--- config.mk ---
export PLATFORM = sky130hd
export DESIGN_NAME = acs_sequencer
export DESIGN_NICKNAME = d
export VERILOG_FILES = /design/src/acs_pkg.sv /design/src/acs_clock_divider.sv /design/src/acs_sequencer.sv
export SDC_FILE = /design/constraint.sdc
export NUM_CORES = 1
export LEC_CHECK = 0
export BUFFER_PORTS_ARGS = -buffer_cell sky130_fd_sc_hd__buf_2
export CORE_MARGIN = 5
export CORE_UTILIZATION = 50
export DETAILED_ROUTE_END_ITERATION = 8
export PLACE_DENSITY_LB_ADDON = 0.05
export SETUP_SLACK_MARGIN = 0.4
export SLEW_MARGIN = 30
export SYNTH_ARGS = -nofsm -noshare
export SYNTH_HDL_FRONTEND = slang
export SYNTH_SLANG_ARGS = --single-unit
--- constraint.sdc ---
create_clock -name CLK_IN -period 3.8 [get_ports CLK_IN]
set_input_delay 0.38 -clock CLK_IN [delete_from_list [all_inputs] [get_ports CLK_IN]]
set_output_delay 0.38 -clock CLK_IN [all_outputs]
set_load 0.03 [all_outputs]
--- src/acs_pkg.sv ---
/*
   Package for the conversion sequencer: timing counts, enumerations and the
   packed carriers used by the sequencer; its clock divider takes only the divider widths.
   Assumes a single system clock; nothing here is clock dependent.
*/
package acs_pkg;
   // Result width of one conversion
   localparam int ACS_RES_W = 12;
   // Width of the accumulated sum
   localparam int ACS_SUM_W = 16;
   // Sampling phase length in conversion clock periods
   localparam logic [4:0] ACS_SAMPLE_CYC = 5'h04;
   // Total conversion length in conversion clock periods
   localparam logic [4:0] ACS_TOTAL_CYC = 5'h10;
   // Conversions summed in accumulation mode
   localparam logic [4:0] ACS_ACCUM_CNT = 5'h10;
   // Divider select width
   localparam int ACS_DIV_W = 3;
   // Divider counter width, enough for divide by 128
   localparam int ACS_DCNT_W = 7;
   // Reset value of result bytes
   localparam logic [7:0] ACS_RESULT_RST = 8'h00;

   // Sequencer phases
   typedef enum logic [1:0] {ACS_IDLE, ACS_SAMPLE, ACS_CONVERT} acs_phase_t;

   // Software control bits gathered together
   typedef struct packed {
      logic start;                         // Start bit level
      logic power_enable;                  // Converter power enable
      logic accumulate;                    // Accumulation mode
      logic align;                         // Result alignment
      logic [ACS_DIV_W-1:0] div_select;    // Conversion clock divider select
   } acs_ctrl_t;

   // Result register pair
   typedef struct packed {
      logic [7:0] high_byte;               // Result high byte
      logic [7:0] low_byte;                // Result low byte
   } acs_result_t;
endpackage

--- src/acs_clock_divider.sv ---
/*
   Power-of-two divider making the conversion clock enable pulse.
   Assumes a synchronous active-low reset and a run input that restarts it.
*/
`timescale 1ns/100ps
`default_nettype none
module acs_clock_divider
   import acs_pkg::*;
(
   input wire logic clk_in,                        // System clock
   input wire logic rst_b_in,                      // Synchronous reset, low
   input wire logic run_in,                        // Count while high
   input wire logic [ACS_DIV_W-1:0] select_in,     // Divide by 2**select
   output logic tick_out                           // One-cycle enable pulse
);
   // All divider state
   typedef struct packed {
      logic [ACS_DCNT_W-1:0] count;                // Cycles since last tick
      logic tick;                                  // Registered pulse
   } acs_div_state_t;

   acs_div_state_t state_reg;
   acs_div_state_t state_next;
   logic [ACS_DCNT_W-1:0] last_count;              // Terminal count

   // Terminal count equals divisor minus one
   always_comb begin
      last_count = ACS_DCNT_W'((8'h01 << select_in) - 8'h01);
   end

   // Next divider state
   always_comb begin
      state_next = state_reg;
      state_next.tick = 1'b0;
      if (!run_in) begin
         // Held in restart while idle
         state_next.count = '0;
      end else if (state_reg.count >= last_count) begin
         // Divisor reached, emit a tick
         state_next.count = '0;
         state_next.tick = 1'b1;
      end else begin
         state_next.count = state_reg.count + 1'b1;
      end
   end

   // State register
   always_ff @(posedge clk_in) begin
      if (!rst_b_in) begin
         state_reg <= '0;
      end else begin
         state_reg <= state_next;
      end
   end

   assign tick_out = state_reg.tick;
endmodule
`default_nettype wire

--- src/acs_sequencer.sv ---
/*
   Conversion sequencer for a 12-bit successive-approximation converter:
   start pulse detection, sample and convert phases, busy and interrupt
   request flags, accumulation mode and result formatting.
   Assumes the analog core returns its code on ANALOG_CODE_IN in the
   system clock domain, valid when a conversion phase ends, and that
   the interrupt controller takes IRQ_REQ_OUT as a one-cycle pulse.
*/
// Function
// - Start on start bit high then low
// - Hardware sets busy on start
// - Hardware clears busy when finished
// - Completion sets interrupt request flag
// - Request raised when both enables set
// - Conversion clock is system clock over 2**select
// - Analog powered only while enable high
// - Sampling lasts four conversion clocks
// - Twelve conversion clocks, sixteen total
// - Single mode gives one 12-bit result
// - Accumulate mode sums sixteen conversions
// - Store 16-bit sum after sixteenth conversion
// - Align bit picks single result layout
// - Disabling keeps result registers unchanged
`timescale 1ns/100ps
`default_nettype none
module acs_sequencer
   import acs_pkg::*;
(
   input wire logic CLK_IN,                           // System clock, 20 MHz
   input wire logic RST_B_IN,                         // Synchronous reset, low
   input wire logic CONV_START_IN,                    // Start control bit
   input wire logic CONV_POWER_ENABLE_IN,             // Converter enable bit
   input wire logic ACCUMULATE_MODE_SELECT_IN,        // Accumulation mode bit
   input wire logic RESULT_ALIGN_SELECT_IN,           // Result format bit
   input wire logic [ACS_DIV_W-1:0] CONV_CLOCK_DIVIDER_SELECT_IN, // Divider select
   input wire logic CONV_INT_ENABLE_IN,               // Converter interrupt enable
   input wire logic GLOBAL_INT_ENABLE_IN,             // Global interrupt enable
   input wire logic INT_FLAG_CLEAR_IN,                // Software clears request flag
   input wire logic [ACS_RES_W-1:0] ANALOG_CODE_IN,   // Code from analog core
   output logic CONV_BUSY_FLAG_OUT,                   // Busy flag
   output logic INT_REQUEST_FLAG_OUT,                 // Sticky request flag
   output logic IRQ_REQ_OUT,                          // Interrupt request pulse
   output logic ANALOG_POWER_OUT,                     // Analog core power
   output logic ANALOG_SAMPLE_OUT,                    // Analog sampling phase
   output logic [7:0] RESULT_HIGH_BYTE_OUT,           // Result high byte
   output logic [7:0] RESULT_LOW_BYTE_OUT             // Result low byte
);
   // All sequencer state
   typedef struct packed {
      acs_ctrl_t ctrl;                  // Registered control inputs
      logic start_seen;                 // Start bit went high
      acs_phase_t phase;                // Current phase
      logic [4:0] clk_count;            // Conversion clocks in this conversion
      logic [4:0] conv_count;           // Conversions done in accumulation
      logic [ACS_SUM_W-1:0] sum;        // Running sum
      logic busy;                       // Busy flag
      logic int_flag;                   // Interrupt request flag
      logic irq;                        // Interrupt request pulse
      acs_result_t result;              // Result register pair
      logic sample;                     // Sampling phase output
   } acs_state_t;

   // Registered state and its next value
   acs_state_t state_reg;
   acs_state_t state_next;
   logic conv_tick;                     // Conversion clock enable
   logic running;                       // Divider run enable
   logic [ACS_SUM_W-1:0] sum_plus;      // Sum with the new code

   // Divider runs only inside a sequence
   assign running = (state_reg.phase != ACS_IDLE);

   // Conversion clock enable generator
   // Select comes from the registered copy, so a change takes effect one cycle later, mid-count if running
   acs_clock_divider acs_clock_divider_i (
      .clk_in(CLK_IN),
      .rst_b_in(RST_B_IN),
      .run_in(running),
      .select_in(state_reg.ctrl.div_select),
      .tick_out(conv_tick)
   );

   // Formats a single result by alignment
   function automatic acs_result_t align_result(input logic [ACS_RES_W-1:0] code, input logic align);
      acs_result_t r;
      // Unused nibble reads as zero
      if (!align) begin
         r.high_byte = code[11:4];
         r.low_byte = {4'h0, code[3:0]};
      end else begin
         r.high_byte = {4'h0, code[11:8]};
         r.low_byte = code[7:0];
      end
      return r;
   endfunction

   // Accumulated sum including the current code
   // Sixteen 12-bit codes cannot overflow sixteen bits
   assign sum_plus = state_reg.sum + ACS_SUM_W'(ANALOG_CODE_IN);

   // Next state
   always_comb begin
      state_next = state_reg;
      state_next.irq = 1'b0;
      state_next.ctrl.start = CONV_START_IN;
      state_next.ctrl.power_enable = CONV_POWER_ENABLE_IN;
      state_next.ctrl.accumulate = ACCUMULATE_MODE_SELECT_IN;
      state_next.ctrl.align = RESULT_ALIGN_SELECT_IN;
      state_next.ctrl.div_select = CONV_CLOCK_DIVIDER_SELECT_IN;
      // Software clear of the request flag
      if (INT_FLAG_CLEAR_IN) begin
         state_next.int_flag = 1'b0;
      end
      // Remember a rising start bit; a level alone does nothing
      if (state_reg.ctrl.start && !state_reg.start_seen) begin
         state_next.start_seen = 1'b1;
      end
      if (!state_reg.ctrl.power_enable) begin
         // Converter off: abort, results kept
         // Flag untouched: an aborted sequence raises no request
         // Sum and results left alone for a later read
         state_next.phase = ACS_IDLE;
         state_next.busy = 1'b0;
         state_next.start_seen = 1'b0;
         state_next.clk_count = '0;
         state_next.conv_count = '0;
      end else begin
         unique case (state_reg.phase)
            ACS_IDLE: begin
               // Falling start after a rise begins a conversion
               // A rise seen while busy is kept and fires here
               if (state_reg.start_seen && !state_reg.ctrl.start) begin
                  state_next.start_seen = 1'b0;
                  state_next.phase = ACS_SAMPLE;
                  state_next.busy = 1'b1;
                  state_next.clk_count = '0;
                  state_next.conv_count = '0;
                  state_next.sum = '0;
               end
            end
            ACS_SAMPLE: begin
               // Sampling for four conversion clocks
               // Divider keeps running across the phase change
               if (conv_tick) begin
                  state_next.clk_count = state_reg.clk_count + 5'h01;
                  if (state_reg.clk_count + 5'h01 == ACS_SAMPLE_CYC) begin
                     state_next.phase = ACS_CONVERT;
                  end
               end
            end
            ACS_CONVERT: begin
               // Conversion ends at sixteen conversion clocks
               // Analog code is valid in the cycle the phase ends
               if (conv_tick) begin
                  state_next.clk_count = state_reg.clk_count + 5'h01;
                  if (state_reg.clk_count + 5'h01 == ACS_TOTAL_CYC) begin
                     state_next.clk_count = '0;
                     if (!state_reg.ctrl.accumulate) begin
                        // Single conversion result
                        state_next.result = align_result(ANALOG_CODE_IN, state_reg.ctrl.align);
                        state_next.phase = ACS_IDLE;
                        state_next.busy = 1'b0;
                        state_next.int_flag = 1'b1;
                        // Pulse gated by both enables at completion
                        state_next.irq = CONV_INT_ENABLE_IN && GLOBAL_INT_ENABLE_IN;
                     end else if (state_reg.conv_count + 5'h01 == ACS_ACCUM_CNT) begin
                        // Sixteenth conversion: store the sum
                        state_next.result.high_byte = sum_plus[15:8];
                        state_next.result.low_byte = sum_plus[7:0];
                        state_next.sum = sum_plus;
                        state_next.phase = ACS_IDLE;
                        state_next.busy = 1'b0;
                        state_next.int_flag = 1'b1;
                        // One pulse only, after the final sum
                        state_next.irq = CONV_INT_ENABLE_IN && GLOBAL_INT_ENABLE_IN;
                     end else begin
                        // Next conversion, busy held
                        state_next.sum = sum_plus;
                        state_next.conv_count = state_reg.conv_count + 5'h01;
                        state_next.phase = ACS_SAMPLE;
                     end
                  end
               end
            end
            default: begin
               // Illegal phase code: fall back to idle
               state_next.phase = ACS_IDLE;
               state_next.busy = 1'b0;
               state_next.clk_count = '0;
            end
         endcase
      end
      // Sampling output registered together with the phase
      state_next.sample = (state_next.phase == ACS_SAMPLE);
   end

   // State register
   // Reset branch loads constants only
   always_ff @(posedge CLK_IN) begin
      if (!RST_B_IN) begin
         state_reg <= '0;
         state_reg.phase <= ACS_IDLE;
         state_reg.result <= {ACS_RESULT_RST, ACS_RESULT_RST};
      end else begin
         state_reg <= state_next;
      end
   end

   // Outputs straight from flip-flops
   // Every output is a register bit or a field of one
   assign CONV_BUSY_FLAG_OUT = state_reg.busy;
   assign INT_REQUEST_FLAG_OUT = state_reg.int_flag;
   assign IRQ_REQ_OUT = state_reg.irq;
   assign ANALOG_POWER_OUT = state_reg.ctrl.power_enable;
   assign ANALOG_SAMPLE_OUT = state_reg.sample;
   assign RESULT_HIGH_BYTE_OUT = state_reg.result.high_byte;
   assign RESULT_LOW_BYTE_OUT = state_reg.result.low_byte;
endmodule
`default_nettype wire

==> metrics list, run 1 <==
- The worst setup path is launched from a flop.
- CP max FO: 21
- The finished layout holds 602 standard cells, fillers aside.
- Vias in the first global route: 3181
- Yosys printed 0 warnings.
* Largest incremental delay on the critical path: 0.60 ns
- The initial antenna violation count came to 0.
- Timing analysis after detailed placement gives a worst setup slack of 1.17 ns.
- Cell Chain, Critical Path: ha_1 -> or4b_1 -> o31ai_2 -> and2_4 -> and3_1 -> o21ai_1 -> o221a_2
- Slowest stage cell on the critical path: and3_1
- Synthesis handed over a netlist of 476 instances.
- For the worst-skew pair, the clock arrives at the later sink with an insertion delay of 0.34 ns.
* Post-detailed-route count of antenna-violating nets: 0
- After detailed placement, the total cell area comes to 0.00409 mm².
* Height of the chip: 99.0 µm
- Syn Nets: 525
- Top area cells in the synthesized netlist: dfxtp_1, ha_1, nand2_1
- In this run the worst setup path begins at state_reg[41]$_SDFFE_PN0P_.
* RSZ-0062 raised after global routing: false
- Netlist Area Pre-Place: 0.00396 mm²
- Share of the cycle needed by the critical path after routing: 69.5%
- Setup violations remaining at the end of the flow were counted as 0.
* First-pass GRT wire length: 15400 µm
- Inst Count DP: 586
- Total power draw: 1.45 mW
- The detailed router finished its first iteration with 123 violations.
- The region available for standard cell placement spans 0.00773 mm².
- For this run, the total global-route usage over all layers was measured as 19.3%.
- Max Clock Skew: 0.00707 ns
- Commonest cells in the synthesized netlist: dfxtp_1, nand2_1, nor2_1
- Total overflow reported by the global router: 0
* IO Count: 45
- Count of final hold-check violations: 0
- H-tree levels: 3
- For this run, the top clock speed supported by timing is 0.378 GHz.
- Before antenna repair, the detailed router went through 4 iterations.
- Entering global routing, the biggest net connects 48 pins.
- After floorplanning, the core was divided into 32 placement rows.
- Dividing the detail-routed via count by the number of cells gives 5.67.
- Sort of element at the end of the critical path: flop
- Arrival @ worst endpoint: 2.87 ns
* Critical path start-end classification: reg -> reg
- In this run the worst hold path is classified as in -> reg.
- On the final layout, the worst hold slack is 0.247 ns.
- For this configuration, the core starts out at a cell density of 51.3%.
- Post-CTS repair changed the size of 0 cells.
- Once layout is done, the placed cells without fillers occupy 0.00432 mm².
- TritonCTS built the clock tree.
- Share of final-layout standard cells stronger than drive strength 1: 14.8%
* Buffer count from post-CTS setup fixing: 0
- Yosys mapped a number of flops with a built-in enable equal to 0.
- Buffers inserted during clock tree synthesis total 9.
* Final Critical Period: 2.64 ns
- Post-layout net count: 544
- After synthesis, the share of flip-flops with an asynchronous set or reset is 0%.
- The worst hold path begins at CONV_START_IN.
- Counting distinct cell types in the post-synthesis netlist gives 65.
- Leakage component of the power: 1.81 nW
- Detailed-placement wirelength estimate: 6700 µm
- Total negative setup slack: 0 ns
* Areal power density over the cells: 336 mW/mm²
* Final weighted congestion in routability-driven placement: 0.918
* Wire length after detailed routing: 9330 µm
- The most used flip-flop cell after synthesis is dfxtp_1.
- Measured along the x axis, the die boundary spans 99.0 µm.
- Clock Pin Slew Worst Setup and Hold Paths: 0.07 ns
- Input/output buffers: 44
- Routed vias: 3416
- Fraction of synthesized cell area taken by the top area cell type: 32.3%
- Once routing completed, OpenROAD measured the worst setup slack at 1.16 ns.
- In this run, post-CTS hold repair placed 0 buffers.
- After detailed routing, the average wire length per cell comes to 15.5 µm.
- The tree is rooted in a clkbuf_8.
- Max FFs per register: 35
- The area growth from synthesis to layout is 9.16%.
- Sequential elements use 32.3% of the synthesized area.
- Top-count cell post-synth: dfxtp_1
- The die covers 0.00980 mm².
- Leading area contributor after synthesis: dfxtp_1
* DRC violation count after routing: 0
* Syn Area/Cell: 8.32 µm²
- Total of flip-flops plus latches after synthesis: 64
- The run finished with clean final reports.
- The clock net in this run drives a total of 64 sinks.
- STA puts the critical path data required time at 4.03 ns.
- At the pin with the least slew margin, the transition time is 0.760 ns.
- Max-slew violation count: 0
- In this run the critical register-to-register path is launched from state_reg[41]$_SDFFE_PN0P_.
- The worst pin sits at a relative slew slack of 49.3%.
* Finished Core Util: 56.0%
- Across the run, the number of max-cap violations was 0.
* Clock Path Buffers: 2
- VDD IR max: 0.000241 V
- The repair_antennas step left the layout with diodes totalling 0.
## cells by family after synthesis
group	Yosys count	synth area share, %
flops	64	32.3
fa+ha+maj	25	8.09
buf+inv	48	6.73
compound gates	138	24.6
xor+xnor	15	3.32
mux	9	2.27
simple gates	177	22.6
## power by group
group	total, mW	internal, mW	leakage [nW]	switching [mW]
combinational	0.0866	0.0371	1.18	0.0495
sequential	0.682	0.675	0.517	0.00751
clock	0.685	0.424	0.117	0.261
## cells in the final DEF, fill, tap and decap left out, types with 3 or more instances in the layout
| cell type | netlist | final |
|---|---|---|
| nor2_1 | 32 | 32 |
| o211a_1 | 6 | 6 |
| clkbuf_8 | 0 | 12 |
| xnor2_1 | 13 | 13 |
| a2111oi_0 | 5 | 5 |
| and3_1 | 8 | 8 |
| nand2b_1 | 6 | 6 |
| nand2_1 | 50 | 50 |
| or3_1 | 7 | 7 |
| o31ai_1 | 4 | 4 |
| nand3_1 | 25 | 25 |
| a211oi_1 | 6 | 6 |
| ha_1 | 24 | 24 |
| mux2i_1 | 9 | 9 |
| o2bb2ai_1 | 4 | 4 |
| o21ai_1 | 3 | 3 |
| dfxtp_1 | 64 | 64 |
| buf_2 | 3 | 44 |
| o21ai_0 | 23 | 23 |
| nor2b_1 | 11 | 11 |
| or2_2 | 3 | 3 |
| inv_1 | 11 | 11 |
| o21a_1 | 7 | 7 |
| and2_1 | 13 | 13 |
| nand4_1 | 3 | 3 |
| a21boi_0 | 12 | 12 |
| a21o_1 | 7 | 7 |
| a31oi_1 | 7 | 7 |
| nor3_1 | 5 | 5 |
| a21oi_1 | 25 | 25 |
## final timing paths
kind	endpoint	slack (ns)	cells after the start
setup reg to reg	RESULT_HIGH_BYTE_OUT[3]$_SDFFE_PN0P_	1.16	7
setup / recovery	RESULT_HIGH_BYTE_OUT[3]$_SDFFE_PN0P_	1.16	7
hold / removal	state_reg[55]$_SDFF_PN0_	0.25	2
hold reg to reg	state_reg[23]$_SDFFE_PN0P_	0.47	2
## final cells by class
class | count | area [µm²]
Clock buffer | 14 | 173
Clock inverter | 2 | 60.1
Fill cell | 730 | 3400
Inverter | 11 | 41.3
Multi-Input combinational cell | 364 | 2410
Sequential cell | 64 | 1280
Tap cell | 102 | 128
Timing Repair Buffer | 45 | 228
## critical path, delay by kind of cell (launching register included)
family / cells / cell delay (ns)
DFF: 1 / 0.37
adders and majority gates: 1 / 0.29
and+or+nand+nor: 3 / 1.35
AOI/OAI and AO/OA: 3 / 0.52
## layer usage
layer / share of wire (%) / track usage [%] / vias up
met5: 0 / 0 / -
met4: 1.2 / 6.30 / 0
met3: 4.9 / 4.32 / 11
met2: 45 / 31.5 / 77
met1: 49 / 25.2 / 1570
li1: - / - / 1758
Power figures use the tool's default switching activity.
==> run 2: changes to the inputs <==
Settings changed: ABC_AREA set to 1.
Clock period 3.8 ns to 2.7 ns, I/O delays scaled along.
==> run 2 against run 1 <==
Effect of this change:
- die area grew 7.3%
- synthesized cell count grew 44%
- via count grew 22%
- routed wire length grew 15%
- hold slack lost 0.14 ns
- final area grew 8.4%
- flip-flop and latch count is the same
- highest routed layer unchanged
==> metrics list, run 2 <==
- Die ar.: 0.0105 mm²
- Area delta synth->final: 9.43%
- Max Clock Skew: 0.0111 ns
- Syn Area/Cell: 6.25 µm²
- The max-slew violation total from the final report was 0.
- Once detail routing completed, the nets flagged for antenna violations numbered 0.
- Total negative setup slack: 0 ns
- Count of final hold-check violations: 0
- The smallest clock period supported by the final layout is computed as 2.07 ns.
- Ys async rst share: 0%
* Core Rows: 33
- Pin count of the biggest net entering global routing: 31
* VDD IR max: 0.000240 V
- Crit start category: flop
- Leakage component of the power: 2.41 nW
* Hold Crit Class: in -> reg
* Die X-Extent: 103 µm
* Routed vias: 4159
- In this run the power density over the cells is 418 mW/mm².
* Number of antenna violations at the first check in global routing: 0
* Main combinational cell family by area after synthesis: simple AND/OR/NAND/NOR gates
- IO Count: 45
- TritonCTS built the clock tree.
- Clock Path Buffers: 2
- Area occupied by multi-input gates: 0.00243 mm²
* Clock root buffer: clkbuf_8
- Clock latency of the later-clocked register in the worst-skew pair: 0.35 ns
- During placement, the flow inserted port buffers numbering 44.
- Leading area contributor after synthesis: dfxtp_1
* Worst-margin pin slew: 0.609 ns
- The share of the Yosys chip area taken by registers is 29.9%.
- The top cell type by area accounts for 29.9% of the synthesized area.
- Sort of element at the end of the critical path: flop
* Wire per inst: 13.0 µm
* Most frequent standard cell in the layout excluding fill and tap cells: nand2_1
- Run status: finished clean
- Syn Nets: 734
- Vias per cell: 5.04
- The final layout contains 765 nets.
- Setup-failing EPs final: 0
- The synthesized netlist devotes 7.54% of its cell area to compound gates.
- # diodes: 0
* Distinct cells, synth: 35
- Height of the chip: 103 µm
- The number of hold buffers added after CTS was 0.
- Top area cells in the synthesized netlist: dfxtp_1, nand2_1, inv_1
- For this block, the initial DRC count from the detailed router was 261.
- Counting the buffers created by CTS gives 9.
* Clock Pin Slew Worst Setup and Hold Paths: 0.08 ns
- The H-tree was split into 3 levels.
- Adder-Cell Fraction of Synth Area: 7.48%
- At the placement stage, the worst setup path has a slack of 0.390 ns.
- The synthesized design contains 0 enable-type register cells.
* Vias in the first global route: 3697
- Total of flip-flops plus latches after synthesis: 64
* Register cell area after layout: 0.00128 mm²
- Clk sink count: 64
* Top library cells by usage in the layout, fill and taps aside: nand2_1, inv_1, nor2_1, dfxtp_1
- Synth Flop Type: dfxtp_1
* CP max FO: 15
- Initial cell density of the core: 51.6%
- Detailed-placement wirelength estimate: 8120 µm
* Max FFs per register: 35
* RSZ-0062 raised after global routing: false
- Floorplan core area: 0.00830 mm²
* Netlist Area Pre-Place: 0.00428 mm²
* Final weighted congestion in routability-driven placement: 0.949
* Yosys warnings: 0
- Commonest cells in the synthesized netlist: nand2_1, inv_1, nor2_1
* Critical path data required time: 2.94 ns
- At the worst endpoint, the arrival time is 2.31 ns.
- By instance count, the leading cell after synthesis is nand2_1.
- Wire length after detailed routing: 10700 µm
- Critical path start-end classification: reg -> reg
* Share of the cycle needed by the critical path after routing: 76.8%
* Area share of xor/xnor cells in the synthesized design: 2.25%
- First-pass GRT wire length: 17300 µm
- Total overflow reported by the global router: 0
- Post-synthesis mux area share: 0%
- The pre-antenna-repair detailed-routing pass consisted of 5 iterations.
- Synthesis handed over a netlist of 685 instances.
- Fill cells in the final layout number 865.
- Count of maximum capacitance violations: 0
* Fmax achieved: 0.482 GHz
- Total GRT Usage: 20.9%
- DRC violation count after routing: 0
- Headroom to the max-slew limit: 59.3%
* Min setup slack post-route: 0.627 ns
- Share of final-layout standard cells stronger than drive strength 1: 11.2%
- Simple-gate area share of the yosys netlist: 39.0%
==> run 2: cell count changes after synthesis, sizes merged, moves of 10 or more <==
cell / delta
nand2: +177
inv: +97
nor2: +55
nand3: +21
a21oi: +17
nand4: +15
a21boi: -14
o21ai: -14
nor2b: -11
and2: -10
==> run 2: logic make-up (layout without fill, tap and decap cells) <==
logic type / Yosys count / in the layout
AOI/OAI and AO/OA: 59 / 59
adders and majority gates: 25 / 25
DFF: 64 / 64
xor gates and xnor gates: 11 / 11
buffers and inverters: 136 / 171
and+or+nand+nor: 390 / 391
==> run 2: path summary, 6_finish.rpt <==
| path | end | cells after the start | slack [ns] | from |
|---|---|---|---|---|
| min | state_reg[51]$_SDFF_PN0_ | 3 | 0.11 | CONV_CLOCK_DIVIDER_SELECT_IN[2] |
| max reg2reg | RESULT_LOW_BYTE_OUT[0]$_SDFFE_PN0P_ | 10 | 0.63 | state_reg[36]$_SDFFE_PN0P_ |
| min reg2reg | state_reg[48]$_SDFF_PN0_ | 2 | 0.46 | state_reg[55]$_SDFF_PN0_ |
| max | RESULT_LOW_BYTE_OUT[0]$_SDFFE_PN0P_ | 10 | 0.63 | state_reg[36]$_SDFFE_PN0P_ |
==> run 2: critical path, stage by stage (launching register included) <==
cell and delay (ns):
dfxtp_1 0.42, ha_1 0.24, inv_1 0.05, nand2_1 0.05
nand2_1 0.07, nor2_1 0.13, nand3_1 0.21, nand2_2 0.22
nand3_2 0.30, nor2_1 0.22, nor2_1 0.05
==> run 2: final cells by class <==
class / count / area share, %
inverter: 110 / 8.81
sequential: 64 / 27.3
multi-input combinational: 486 / 51.8
timing repair buffer: 45 / 4.86
tap: 105 / 2.80
clock buffer: 10 / 2.94
clock inverter: 6 / 1.44
==> run 2: per-stage QoR <==
| stage | cell area, µm² | util (%) | power (mW) | instances | hold slack, ns |
|---|---|---|---|---|---|
| 6_report | 4690 | 56.5 | 1.96 | 826 | 0.107 |
| 5_1_grt | 4690 | 56.5 | 2.05 | 826 | 0.100 |
| 4_1_cts | 4680 | 56.3 | 1.98 | 825 | 0.0909 |
| 3_5_place_dp | 4460 | 53.8 | 1.12 | 809 | 0.449 |
| 3_3_place_gp | 4460 | 53.8 | 1.11 | 809 | 0.447 |
| 2_1_floorplan | 4280 | - | 1.06 | 685 | 0.368 |
==> run 2: what timing repair did <==
action	CTS	global route
pin swaps	0	0
buffers inserted	0	0
resized for setup	1	1
gates cloned	0	1
setup endpoints to repair	1	17
==> run 2: routing by layer <==
layer / vias to the layer above / GRT usage (%) / part of all wire, %
met2: 99 / 31.5 / 43
met1: 1864 / 30.1 / 49
met5: - / 0 / 0
li1: 2177 / - / -
met3: 19 / 3.11 / 5.9
met4: 0 / 8.07 / 1.6
==> run 2: where the power goes <==
| part | internal (mW) | switching [mW] |
|---|---|---|
| clock | 0.454 | 0.410 |
| combinational | 0.0468 | 0.0943 |
| sequential | 0.949 | 0.00596 |
